$ cat src/hdl/sab_regs.svh
// timing counts and field positions for the four-bank command tracker
`ifndef SAB_REGS_SVH
`define SAB_REGS_SVH
`define SAB_CLK_PERIOD_NS 25
`define SAB_PRECHARGE_TIME_NS 20
`define SAB_ACT_TO_COL_NS 20
`define SAB_WRITE_RECOVERY_NS 15
`define SAB_PRECHARGE_CYC ((`SAB_PRECHARGE_TIME_NS + `SAB_CLK_PERIOD_NS - 1) / `SAB_CLK_PERIOD_NS)
`define SAB_ACT_TO_COL_CYC ((`SAB_ACT_TO_COL_NS + `SAB_CLK_PERIOD_NS - 1) / `SAB_CLK_PERIOD_NS)
`define SAB_WRITE_RECOVERY_CYC ((`SAB_WRITE_RECOVERY_NS + `SAB_CLK_PERIOD_NS - 1) / `SAB_CLK_PERIOD_NS)
`define SAB_READ_LATENCY 3
`define SAB_BURST_LEN 4
`define SAB_AUTO_PRE_BIT 10
`define SAB_NUM_BANKS 4
`endif

$ cat src/hdl/sab_pkg.sv
// types shared by the bank tracker and its top
package sab_pkg;
  typedef enum logic [2:0] {
    BK_IDLE, BK_ACTIVATING, BK_ACTIVE, BK_READ, BK_WRITE, BK_RECOVER, BK_PRECHARGING
  } sab_bank_state_t;
  typedef enum logic [3:0] {
    CMD_NOP, CMD_ACTIVE, CMD_READ, CMD_WRITE, CMD_PRECHARGE, CMD_TERMINATE,
    CMD_REFRESH, CMD_MODE, CMD_ILLEGAL
  } sab_cmd_t;
endpackage

$ cat src/hdl/sab_bank.sv
// one bank's state tracker
`timescale 1ns/1ps
`include "sab_regs.svh"
module sab_bank (
  input wire logic clk,
  input wire logic srst,
  input wire logic activate, // activate this bank
  input wire logic startRead, // read burst begins here
  input wire logic startWrite, // write burst begins here
  input wire logic autoPre, // burst carries auto precharge
  input wire logic precharge, // explicit precharge to this bank
  input wire logic interrupt, // burst cut by another bank or terminate
  input wire logic lastWord, // burst ran to its end
  output sab_pkg::sab_bank_state_t state,
  output logic apPending
);
  sab_pkg::sab_bank_state_t state_q, state_d;
  logic [3:0] cnt_q, cnt_d; // timer for activate, recovery, precharge
  logic ap_q, ap_d; // auto precharge armed
  // next state of the bank
  always_comb begin
    state_d = state_q;
    cnt_d = (cnt_q != 4'h0) ? cnt_q - 4'h1 : 4'h0;
    ap_d = ap_q;
    unique case (state_q)
      sab_pkg::BK_IDLE: begin
        if (activate) begin
          state_d = sab_pkg::BK_ACTIVATING;
          cnt_d = 4'(`SAB_ACT_TO_COL_CYC - 1);
        end
      end
      sab_pkg::BK_ACTIVATING: begin
        if (cnt_q == 4'h0) begin
          state_d = sab_pkg::BK_ACTIVE;
        end
      end
      sab_pkg::BK_ACTIVE, sab_pkg::BK_READ, sab_pkg::BK_WRITE: begin
        if (precharge) begin
          state_d = sab_pkg::BK_PRECHARGING;
          cnt_d = 4'(`SAB_PRECHARGE_CYC - 1);
        end else if (startRead || startWrite) begin
          state_d = startRead ? sab_pkg::BK_READ : sab_pkg::BK_WRITE;
          ap_d = autoPre;
        end else if ((interrupt || lastWord) && state_q != sab_pkg::BK_ACTIVE) begin
          if (!ap_q) begin
            state_d = sab_pkg::BK_ACTIVE;
          end else if (state_q == sab_pkg::BK_WRITE) begin
            // recovery counted from the cutting command
            state_d = sab_pkg::BK_RECOVER;
            cnt_d = 4'(`SAB_WRITE_RECOVERY_CYC - 1);
          end else begin
            // read with auto precharge precharges at the cut
            state_d = sab_pkg::BK_PRECHARGING;
            cnt_d = 4'(`SAB_PRECHARGE_CYC - 1);
          end
        end
      end
      sab_pkg::BK_RECOVER: begin
        if (cnt_q == 4'h0) begin
          state_d = sab_pkg::BK_PRECHARGING;
          cnt_d = 4'(`SAB_PRECHARGE_CYC - 1);
        end
      end
      sab_pkg::BK_PRECHARGING: begin
        // idle only once precharge time has run out
        if (cnt_q == 4'h0) begin
          state_d = sab_pkg::BK_IDLE;
          ap_d = 1'b0;
        end
      end
      default: begin
        state_d = sab_pkg::BK_IDLE;
      end
    endcase
  end
  // state registers
  always_ff @(posedge clk) begin
    if (srst) begin
      state_q <= sab_pkg::BK_IDLE;
      cnt_q <= 4'h0;
      ap_q <= 1'b0;
    end else begin
      state_q <= state_d;
      cnt_q <= cnt_d;
      ap_q <= ap_d;
    end
  end
  assign state = state_q;
  assign apPending = ap_q;
endmodule

$ cat src/hdl/sab_core.sv
// four-bank command decoder, per-bank tracking and burst interruption
`timescale 1ns/1ps
`include "sab_regs.svh"
// Overview of operation
// - deselect or nop continues current operation
// - activate other bank while one busy
// - read other bank from activating/active/precharging
// - write other bank from activating/active/precharging
// - precharge to other bank leaves burst running
// - terminate ends most recent burst any bank
// - auto precharge bank precharges when interrupted
// - read cuts read, bus after latency
// - write cuts read at once, mask earlier
// - read cuts write; last word one before
// - write cuts write; last word one before
// - read cuts auto read; precharge at command
// - write cuts auto read; precharge at command
// - read cuts auto write; recovery then precharge
// - write cuts auto write; recovery then precharge
// - bank idle only after precharge time
// - any read/write may carry auto precharge
// - precharge to idle bank is nop
module sab_core (
  input wire logic clk,
  input wire logic srst,
  input wire logic clkEnPrev, // clock enable at previous edge
  input wire logic clkEn, // clock enable at this edge
  input wire logic chipSel_n, // chip select, active low
  input wire logic rowStrobe_n, // row strobe, active low
  input wire logic colStrobe_n, // column strobe, active low
  input wire logic writeStrobe_n, // write strobe, active low
  input wire logic [1:0] bankAddr, // bank address
  input wire logic [11:0] addr, // row/column address, bit 10 auto precharge
  input wire logic dataMask, // write data mask
  input wire logic [15:0] dataIn, // write data from controller
  output logic [15:0] dataOut, // read data to controller
  output logic dataOutEn, // high while device drives the data bus
  output logic writeAccept, // pulse: a write word was taken
  output logic [1:0] writeBank, // bank of the taken word
  output logic [15:0] writeData, // the taken word
  output logic [3:0] bankIdle, // per-bank idle flags
  output logic allIdle, // all banks idle
  output logic cmdError // pulse: command not legal in current state
);
  // read latency in clock cycles, one pipe stage each
  localparam int RL = `SAB_READ_LATENCY;
  // state and pending auto precharge of every bank tracker
  sab_pkg::sab_bank_state_t bkState [4];
  logic [3:0] bkAp;
  // one strobe per bank into the trackers
  logic [3:0] actV, rdV, wrV, preV, intV, lastV;
  // command decoded at this edge, nop when enable was low
  sab_pkg::sab_cmd_t cmd;
  // address bit 10: auto precharge, or all banks on a precharge
  logic autoPre;

  // burst tracking
  logic burstOn_q, burstOn_d;
  logic burstRead_q, burstRead_d;
  logic [1:0] burstBank_q, burstBank_d;
  logic [2:0] burstCnt_q, burstCnt_d;
  logic [15:0] dataCnt_q, dataCnt_d; // read data pattern source
  // read data pipeline, one stage per latency cycle
  logic [RL-1:0] rdPipe_q, rdPipe_d;
  // output flops and their next values
  logic [15:0] dataOut_q, dataOut_d;
  logic dataOutEn_q, dataOutEn_d;
  logic writeAccept_q, writeAccept_d;
  logic [1:0] writeBank_q, writeBank_d;
  logic [15:0] writeData_q, writeData_d;
  logic [3:0] bankIdle_q, bankIdle_d;
  logic allIdle_q, allIdle_d;
  logic cmdError_q, cmdError_d;

  // decode the strobes into a command
  function automatic sab_pkg::sab_cmd_t decodeCmd(input logic cs, input logic ras,
                                                   input logic cas, input logic we);
    // deselect, or all strobes high, is a no operation
    if (cs || {ras, cas, we} == 3'b111) begin
      decodeCmd = sab_pkg::CMD_NOP;
    end else begin
      // chip select low: the three strobes pick the command
      unique case ({ras, cas, we})
        3'b011: decodeCmd = sab_pkg::CMD_ACTIVE;
        3'b101: decodeCmd = sab_pkg::CMD_READ;
        3'b100: decodeCmd = sab_pkg::CMD_WRITE;
        3'b010: decodeCmd = sab_pkg::CMD_PRECHARGE;
        3'b110: decodeCmd = sab_pkg::CMD_TERMINATE;
        3'b001: decodeCmd = sab_pkg::CMD_REFRESH;
        3'b000: decodeCmd = sab_pkg::CMD_MODE;
        default: decodeCmd = sab_pkg::CMD_ILLEGAL;
      endcase
    end
  endfunction

  // true when a bank has its row open: active, reading or writing
  function automatic logic canColumn(input sab_pkg::sab_bank_state_t s);
    canColumn = (s == sab_pkg::BK_ACTIVE) || (s == sab_pkg::BK_READ) || (s == sab_pkg::BK_WRITE);
  endfunction

  // open row and no auto precharge pending: column commands and precharge may act
  function automatic logic colReady(input sab_pkg::sab_bank_state_t s, input logic ap);
    colReady = canColumn(s) && !ap;
  endfunction

  // commands are only acted on with clock enable high on both edges
  // a low enable on either edge turns the cycle into a nop
  assign cmd = (clkEnPrev && clkEn) ? decodeCmd(chipSel_n, rowStrobe_n, colStrobe_n, writeStrobe_n)
                                    : sab_pkg::CMD_NOP;
  // bit 10 picks auto precharge on a column command
  assign autoPre = addr[`SAB_AUTO_PRE_BIT];

  // one tracker per bank
  genvar g;
  generate
    for (g = 0; g < `SAB_NUM_BANKS; g++) begin : gBank
      // each tracker sees only the strobes of its own bank
      sab_bank sab_bank_i (
        .clk(clk),
        .srst(srst),
        .activate(actV[g]),
        .startRead(rdV[g]),
        .startWrite(wrV[g]),
        .autoPre(autoPre),
        .precharge(preV[g]),
        .interrupt(intV[g]),
        .lastWord(lastV[g]),
        .state(bkState[g]),
        .apPending(bkAp[g])
      );
    end
  endgenerate

  // per-bank command steering and interruption
  always_comb begin
    // defaults: no strobe to any bank and no error
    actV = 4'h0;
    rdV = 4'h0;
    wrV = 4'h0;
    preV = 4'h0;
    intV = 4'h0;
    lastV = 4'h0;
    cmdError_d = 1'b0;
    for (int i = 0; i < 4; i++) begin
      // commands addressed to bank i
      if (bankAddr == 2'(i)) begin
        unique case (cmd)
          sab_pkg::CMD_ACTIVE: begin
            // only an idle bank may open a row
            actV[i] = (bkState[i] == sab_pkg::BK_IDLE);
            cmdError_d = (bkState[i] != sab_pkg::BK_IDLE);
          end
          sab_pkg::CMD_READ: begin
            // read needs an open row and no auto precharge pending
            rdV[i] = colReady(bkState[i], bkAp[i]);
            cmdError_d = !colReady(bkState[i], bkAp[i]);
          end
          sab_pkg::CMD_WRITE: begin
            // write needs an open row and no auto precharge pending
            wrV[i] = colReady(bkState[i], bkAp[i]);
            cmdError_d = !colReady(bkState[i], bkAp[i]);
          end
          default: begin
            // other codes leave the addressed bank alone
          end
        endcase
      end
      // precharge to an idle bank does nothing all-bank when bit 10 set
      if (cmd == sab_pkg::CMD_PRECHARGE && (autoPre || bankAddr == 2'(i))) begin
        preV[i] = colReady(bkState[i], bkAp[i]);
      end
    end
    // refresh and mode load are refused unless every bank is idle
    if (cmd == sab_pkg::CMD_REFRESH || cmd == sab_pkg::CMD_MODE) begin
      cmdError_d = !(&bankIdle_q);
    end
    // reserved codes are always flagged
    if (cmd == sab_pkg::CMD_ILLEGAL) begin
      cmdError_d = 1'b1;
    end
    // a new burst in another bank, or terminate, cuts the running one
    if (burstOn_q) begin
      if (((cmd == sab_pkg::CMD_READ || cmd == sab_pkg::CMD_WRITE) && bankAddr != burstBank_q)
          || cmd == sab_pkg::CMD_TERMINATE) begin
        // the cut bank is the one that owns the running burst
        intV[burstBank_q] = 1'b1;
      end else if (burstCnt_q == 3'h1) begin
        // a burst that runs to its end closes its bank's burst state
        lastV[burstBank_q] = 1'b1;
      end
    end
  end

  // burst, data and status next values
  always_comb begin
    // defaults: hold the burst, shift the read pipe, no write pulse
    burstOn_d = burstOn_q;
    burstRead_d = burstRead_q;
    burstBank_d = burstBank_q;
    burstCnt_d = burstCnt_q;
    dataCnt_d = dataCnt_q;
    rdPipe_d = {rdPipe_q[RL-2:0], 1'b0};
    writeAccept_d = 1'b0;
    writeBank_d = writeBank_q;
    writeData_d = writeData_q;
    // an accepted read or write starts a fresh burst
    if (|(rdV | wrV)) begin
      // newest burst owns the bus; old burst ends here
      burstOn_d = 1'b1;
      burstRead_d = |rdV;
      burstBank_d = bankAddr;
      burstCnt_d = 3'(`SAB_BURST_LEN - 1);
    end else if (cmd == sab_pkg::CMD_TERMINATE) begin
      // terminate stops the latest burst whatever its bank
      burstOn_d = 1'b0;
    end else if (burstOn_q) begin
      // count down the running burst
      burstCnt_d = burstCnt_q - 3'h1;
      burstOn_d = (burstCnt_q != 3'h1);
    end
    // a read word is launched each cycle a read burst is live
    if (|rdV || (burstOn_q && burstRead_q && !(|wrV) && cmd != sab_pkg::CMD_TERMINATE
        && burstCnt_q != 3'h0)) begin
      // one pipe bit per word, read out a latency later
      rdPipe_d[0] = 1'b1;
    end
    // write data taken on the command edge and while the burst runs, unmasked only
    if ((|wrV || (burstOn_q && !burstRead_q && !(|rdV) && cmd != sab_pkg::CMD_TERMINATE
        && burstCnt_q != 3'h0)) && !dataMask) begin
      writeAccept_d = 1'b1;
      // the word goes to the newest write's bank
      writeBank_d = (|wrV) ? bankAddr : burstBank_q;
      writeData_d = dataIn;
    end
    // a write cuts read data at once
    if (|wrV) begin
      rdPipe_d = '0;
    end
    // output stage: a masked slot still uses up its word
    dataOutEn_d = rdPipe_q[RL-1] && !dataMask;
    dataOut_d = rdPipe_q[RL-1] ? dataCnt_q : dataOut_q;
    // next pattern word after each read word that reaches the output stage
    if (rdPipe_q[RL-1]) begin
      dataCnt_d = dataCnt_q + 16'h1;
    end
    // idle flags follow the bank trackers
    for (int i = 0; i < 4; i++) begin
      bankIdle_d[i] = (bkState[i] == sab_pkg::BK_IDLE);
    end
    allIdle_d = &bankIdle_d;
  end

  // registers
  always_ff @(posedge clk) begin
    if (srst) begin
      // reset values of every flop
      burstOn_q <= 1'b0;
      burstRead_q <= 1'b0;
      burstBank_q <= 2'h0;
      burstCnt_q <= 3'h0;
      dataCnt_q <= 16'h0;
      rdPipe_q <= '0;
      dataOut_q <= 16'h0;
      dataOutEn_q <= 1'b0;
      writeAccept_q <= 1'b0;
      writeBank_q <= 2'h0;
      writeData_q <= 16'h0;
      bankIdle_q <= 4'hF;
      allIdle_q <= 1'b1;
      cmdError_q <= 1'b0;
    end else begin
      // normal update from the next values
      burstOn_q <= burstOn_d;
      burstRead_q <= burstRead_d;
      burstBank_q <= burstBank_d;
      burstCnt_q <= burstCnt_d;
      dataCnt_q <= dataCnt_d;
      rdPipe_q <= rdPipe_d;
      dataOut_q <= dataOut_d;
      dataOutEn_q <= dataOutEn_d;
      writeAccept_q <= writeAccept_d;
      writeBank_q <= writeBank_d;
      writeData_q <= writeData_d;
      bankIdle_q <= bankIdle_d;
      allIdle_q <= allIdle_d;
      cmdError_q <= cmdError_d;
    end
  end
  // outputs straight from their flops
  assign dataOut = dataOut_q;
  assign dataOutEn = dataOutEn_q;
  assign writeAccept = writeAccept_q;
  assign writeBank = writeBank_q;
  assign writeData = writeData_q;
  assign bankIdle = bankIdle_q;
  assign allIdle = allIdle_q;
  assign cmdError = cmdError_q;
endmodule

$ cat config.mk
export PLATFORM = sky130hd
export DESIGN_NAME = sab_core
export DESIGN_NICKNAME = d
export VERILOG_FILES = /design/src/hdl/sab_pkg.sv /design/src/hdl/sab_bank.sv /design/src/hdl/sab_core.sv
export VERILOG_INCLUDE_DIRS = /design/src /design/src/hdl
export SDC_FILE = /design/constraint.sdc
export NUM_CORES = 1
export LEC_CHECK = 0
export ABC_AREA = 1
export ABC_CLOCK_PERIOD_IN_PS = 5000
export BUFFER_PORTS_ARGS = -buffer_cell sky130_fd_sc_hd__buf_2
export CORE_MARGIN = 2
export CORE_UTILIZATION = 50
export DETAILED_ROUTE_END_ITERATION = 10
export GPL_TIMING_DRIVEN = 0
export PLACE_DENSITY = 0.73
export SLEW_MARGIN = 25
export SYNTH_ARGS = -nofsm -noshare
export SYNTH_HDL_FRONTEND = slang
export SYNTH_SLANG_ARGS = --single-unit
export TNS_END_PERCENT = 1
$ cat constraint.sdc
create_clock -name clk -period 5 [get_ports clk]
set_input_delay 1 -clock clk [delete_from_list [all_inputs] [get_ports clk]]
set_output_delay 1 -clock clk [all_outputs]
set_load 0.02 [all_outputs]
**Yosys cells after proc, flatten, opt, wreduce, memory -nomap -nowiden**

Index checks and enable logic that the tools add are counted.

- Add/subtract/negate cells: 6
- $lt $le $gt $ge: 2
- Equal/unequal tests: 79
- Multiplexer cells: 149
- Bitwise gates (word level): 2
- Reductions and logical operators: 110

Operators by type and width:

| kind | count |
|---|---|
| $mux W4 | 35 |
| $mux W3 | 36 |
| $pmux W3 S5 | 4 |
| $mux W1 | 52 |
| $eq A3 B3 Y1 const B | 16 |
| $pmux W4 S3 | 4 |
| $ne A2 B1 Y1 const B | 21 |
| $eq A3 B2 Y1 const B | 10 |
| $pmux W4 S7 | 1 |
| $logic_or A1 B1 Y1 | 26 |
| $logic_and A1 B1 Y1 | 25 |
| $reduce_and A4 Y1 | 6 |
| $reduce_and A5 Y1 | 4 |
| $eq A3 B1 Y1 const B | 6 |
| $add A16 B1 Y16 const B | 1 |
| $eq A4 B3 Y1 const B | 4 |
| $logic_not A4 Y1 | 4 |
| $mux W2 | 8 |
| $ne A4 B1 Y1 const B | 4 |
| $pmux W1 S2 | 8 |
| $reduce_bool A4 Y1 | 4 |
| $sub A4 B1 Y4 const B | 4 |
| $logic_not A3 Y1 | 5 |
| $reduce_bool A3 Y1 | 5 |
| other kinds (24) | 55 |

- Register bits after elaboration: 100
- Input bits: 39

**Longest topological paths before layout**

- Depth after elaboration: 16
- Depth in mapped cells: 16

**Modules after synthesis**

From an unflattened synthesis, not the netlist that was laid out.

- Cells, all modules: 872
- Area, all modules: 5748.0 um2

Modules (own cells, without submodules):

| module | times used | cells an instance | area an instance (um2) |
|---|---|---|---|
| sab_core | 1 | 472 | 3385.7 |
| sab_bank | 4 | 100 | 590.6 |

**Least setup slack after synthesis**

Ideal clock, no wire load.

- Path kind: input -> register
- Start: input port clkEnPrev
- End: register writeBank_q[0], in the netlist writeBank[0]
- Library setup time: 0.115 ns
- Arrival time: 2.305 ns
- Data required time: 4.885 ns
- Setup slack: 2.580 ns
- Stages: 15
- Path through: nand2_1 bufinv_8 nand2_4 nor2_8 nor2_4 buf_6 nand3_2 nand2_1 nor2_2 nand2_2 nand2_4 buf_6 nand3_2 nand2_1 nor2_1

- Word-level cells in the longest chain between the ends: 12
- Elaborated cells between the ends (all ways): 30

RTL lines:

| item | line | text |
|---|---|---|
| from (decl) | sab_core.sv:26 | `input wire logic clkEnPrev,` |
| $logic_and A1 B1 Y1 (*) | sab_core.sv:108 | `assign cmd = (clkEnPrev && clkEn) ? decodeCmd(chipSel_n, rowStrobe_n, colStrobe_n, writeStrobe_n)` |
| $mux W4 (*) | sab_core.sv:108 |  |
| $eq A4 B2 Y1 | sab_core.sv:147 | `unique case (cmd)` |
| $mux W1 | sab_core.sv:147 |  |
| $mux W1 | sab_core.sv:146 | `if (bankAddr == 2'(i)) begin` |
| $reduce_or A4 Y1 | sab_core.sv:228 | `if ((\|wrV \|\| (burstOn_q && !burstRead_q && !(\|rdV) && cmd != sab_pkg::CMD_TERMINATE` |
| $logic_not A1 Y1 | sab_core.sv:228 |  |
| $logic_and A1 B1 Y1 (2 in series) | sab_core.sv:228 |  |
| $logic_and A1 B1 Y1 | sab_core.sv:229 | `&& burstCnt_q != 3'h0)) && !dataMask) begin` |
| $logic_or A1 B1 Y1 | sab_core.sv:228 |  |
| $logic_and A1 B1 Y1 | sab_core.sv:229 |  |
| to (signal assigned) | sab_core.sv:282 | `writeBank_q <= writeBank_d;` |
| to (decl) | sab_core.sv:69 | `logic [1:0] writeBank_q, writeBank_d;` |

Every way passes the cells marked *; elsewhere a longest branch is shown, timed or not.
A chain may end at the register's enable or synchronous reset.

**Final worst setup path**

- Start: input port clkEnPrev
- End: register writeData_q[15], in the netlist writeData[15]

- Word-level cells in the longest chain between the ends: 12
- Elaborated cells between the ends (all ways): 29

RTL lines:

| item | line | text |
|---|---|---|
| $logic_and A1 B1 Y1 (*) | sab_core.sv:108 |  |
| $mux W4 (*) | sab_core.sv:108 |  |
| $eq A4 B2 Y1 | sab_core.sv:147 |  |
| $mux W1 | sab_core.sv:147 |  |
| $mux W1 | sab_core.sv:146 |  |
| $reduce_or A4 Y1 | sab_core.sv:228 |  |
| $logic_not A1 Y1 | sab_core.sv:228 |  |
| $logic_and A1 B1 Y1 (2 in series) | sab_core.sv:228 |  |
| $logic_and A1 B1 Y1 | sab_core.sv:229 |  |
| $logic_or A1 B1 Y1 (*) | sab_core.sv:228 |  |
| $logic_and A1 B1 Y1 (*) | sab_core.sv:229 |  |
| to (signal assigned) | sab_core.sv:283 | `writeData_q <= writeData_d;` |
| to (decl) | sab_core.sv:70 | `logic [15:0] writeData_q, writeData_d;` |

Marked as above.

==> impl_metrics.csv <==
group,metric,value,unit
status,status,"finished clean",
clocking,path_clk_slew,100,ps
critical_path,worst-path-buf-inv,4,
power_and_ir_drop,power.leakage,2.90,nW
drt,drtAntennaViolNets,0,
clocking,cts_tree,"yes",
floorplan,die_y,108,µm
drt,drc,0,
synthesis,ys_ff_latch,100,
critical_path,reg2reg_slack,2990,ps
power_and_ir_drop,pwr_density_cell,411,nW/µm²
cells_and_area,final_common_cell,"nand2_1",
clocking,cts_repair_resize_count,0,
cells_and_area,final_cell_mix,"nand2_1, nor2_1, inv_1",
synthesis,synth_nets,841,
synthesis,syn_area,5360,µm²
drt,routedWlPerCell,12.9,µm
synthesis,synthCells,790,
floorplan,io_pins,81,
critical_path,crit_end,"writeData[15]",
cells_and_area,fin_cells,1010,
critical_path,reg2reg_from,"gBank[3].sab_bank_i.state[0]",
cells_and_area,nets,920,
global_route,overflow,0,
global_route,grt_pass1_wl,21900,µm
cells_and_area,synthToLayoutAreaGrowth,13.6,%
clocking,cts_sinks,100,
critical_path,startpoint,"clkEnPrev",
sta,setup_viol,0,
drt,firstDrtPassIters,5,
floorplan,fp.dieW,108,µm
sta,period_share,48.3,%
floorplan,core-area,10400,µm²
synthesis,synth_warnings,0,
min_path,hold-path-cell-count,2,
critical_path,timing.rr.end,"writeData[15]",
cells_and_area,multi_input_area,2800,µm²
synthesis,avgSynthCellArea,6.79,µm²
clocking,postCtsSetupBuffers,0,
drt,drt-total-wl,13000,µm
floorplan,dieArea,11600,µm²
critical_path,startpoint_type,"primary input",
cells_and_area,antenna_cells,0,
place,placed_cells_incl_taps,994,
clocking,cts.htree.levels,3,
sta,max_slew.worst_pin.slew,850,ps
sta,drv_slew,0,
cells_and_area,fill_cells,1012,
clocking,cts_made_buffers,9,
floorplan,rows,37,
clocking,cts_buffer_depth,2,
critical_path,path_cells,"buf_2 -> nand2_1 -> bufinv_8 -> nand2_4 -> nor2_8 -> nor2_4 -> buf_6 -> nand4_1 -> nand2_1 -> nor2_4 -> nand2_4 -> buf_6 -> nand3_2 -> nand2_1 -> nor2_1",
critical_path,crit_family,"simple AND/OR/NAND/NOR gates",
critical_path,cp_num_cells,15,
cells_and_area,fin_area,6090,µm²
sta,max-slew-margin-rel,42.9,%
critical_path,reg2reg_depth,14,
clocking,clkLatencyLatePin,370,ps
sta,final-hold-violation-count,0,
critical_path,crit_path_frequent_cell,"nand2_1",
clocking,clockRootBuffer,"clkbuf_8",
place,port_buffers,68,
critical_path,crit_path_end_kind,"flip-flop",
cells_and_area,seq_area,2000,µm²
sta,timing.hold.ws,420,ps
sta,rsz0062_at_grt,"false",
synthesis,synth_cell_type_count,42,
critical_path,worst-setup-path-type,"primary input to flip-flop",
floorplan,start_util,51.7,%
cells_and_area,drive_above_1_share,16.0,%
global_route,grt_max_degree,19,
power_and_ir_drop,ir_worst_vdd,0.182,mV
clocking,postCtsHoldBufs,0,
run,cap_violations,0,
sta,max_clock_freq,0.414,GHz
sta,min_period,2420,ps
global_route,grtUsageTotal,23.3,%
critical_path,cp.required,5270,ps
sta,fin_tns_setup,0,ps
place,placed_cell_area,5870,µm²
min_path,hp-class,"flip-flop to flip-flop",
critical_path,crit_path_top_delay_cell,"bufinv_8",
global_route,antenna_found_initial,0,
drt,detail_route.iter0.violations,294,
critical_path,worst_path_largest_cell_delay,190,ps
sta,skew,10.9,ps
place,dpl.hpwl,9930,µm
drt,vias_per_cell,5.23,
place,gp_congestion,0.928,
critical_path,cp_max_fo,10,
synthesis,synth_seq_area_share,37.3,%
power_and_ir_drop,p_total,2.50,mW
drt,vias,5282,
global_route,grt_pass1_vias,4956,
critical_path,worstPathArrival,2680,ps
==> synth_stat cells, drive strengths merged <==
cell    instances  share of area (%)
nand2         167                 13
nor4            1               0.12
o21a            3               0.42
xnor2           4               0.65
a21oi          77                7.5
o31ai           1               0.14
xor2            4               0.65
o311ai          1               0.16
dfxtp         100                 37
o22ai           5               0.58
nand3          56                6.6
o211ai          3               0.42
or2             2               0.23
a22oi           1               0.14
o21bai          1               0.14
clkbuf         10               0.70
a211oi          1               0.14
ha             12                2.8
nor2          126                 10
nand3b          1               0.14
bufinv          1               0.33
nor3b           1               0.14
a31oi           1               0.12
nand4          13                1.5
inv           112                7.9
a311oi          1               0.16
o21ai          57                5.3
buf            11                1.5
nor3           17                1.6
==> worst min-delay path, delay by kind of cell, from the launching register on <==
kind | cells | cell delay (ps)
AND/OR/NAND/NOR | 1 | 30
buffers and inverters | 1 | 40
flip-flops | 1 | 310
==> per-layer routing <==
metal	share of wire, %	track usage (%)
met1	44	29.8
met2	48	39.8
met3	6.0	3.87
met4	1.7	7.69
met5	0	0
==> per-stage QoR <==
step / setup slack, ps / utilization [%]
6_report: 2580 / 58.7
5_1_grt: 2430 / 58.7
4_1_cts: 2590 / 58.7
3_5_place_dp: 2180 / 56.6
3_3_place_gp: 2220 / 56.6
2_1_floorplan: 2580 / -
==> registers in the layout (all words and copies together), names as in the netlist <==
| signal | count |
|---|---|
| burstBank_q | 2 |
| gBank.sab_bank_i.state | 12 |
| burstCnt_q | 3 |
| gBank.sab_bank_i.apPending | 4 |
| bankIdle | 4 |
| writeBank | 2 |
| cmdError | 1 |
| burstOn_q | 1 |
| burstRead_q | 1 |
| writeAccept | 1 |
| rdPipe_q | 3 |
| gBank.sab_bank_i.cnt_q | 16 |
| allIdle | 1 |
| dataOutEn | 1 |
| dataCnt_q | 16 |
| writeData | 16 |
| dataOut | 16 |
==> final cells by class <==
type                    instances  share of cell area (%)
plain buffers                  21                    1.97
well taps                     136                    2.79
clock inverters                 6                    1.31
clock buffers                  10                    2.26
multi-input cells             556                    46.0
flip-flops and latches        100                    32.9
repair buffers                 68                    5.59
inverters                     113                    7.23
==> logic make-up after synthesis <==
group           synth area share [%]
simple gates                    32.9
fa+ha+maj                       2.80
xor+xnor                        1.31
buf+inv                         10.5
flops                           37.3
compound gates                  15.2
==> power by group <==
| group | switching, mW | internal (mW) | total [mW] | leakage [nW] |
|---|---|---|---|---|
| clock | 0.299 | 0.254 | 0.553 | 0.106 |
| combinational | 0.666 | 0.327 | 0.993 | 1.98 |
| sequential | 0.0745 | 0.882 | 0.956 | 0.810 |
==> how the worst min path moves through the flow <==
| stage | start | endpoint |
|---|---|---|
| final | rdPipe_q[0] | rdPipe_q[1] |
| after global routing | rdPipe_q[0] | rdPipe_q[1] |
| after CTS | rdPipe_q[0] | rdPipe_q[1] |
| after detailed placement | rdPipe_q[0] | rdPipe_q[1] |
| after global placement | rdPipe_q[0] | rdPipe_q[1] |
| after floorplan | rdPipe_q[0] | rdPipe_q[1] |
No activity file was read; power rests on OpenSTA's default activity.
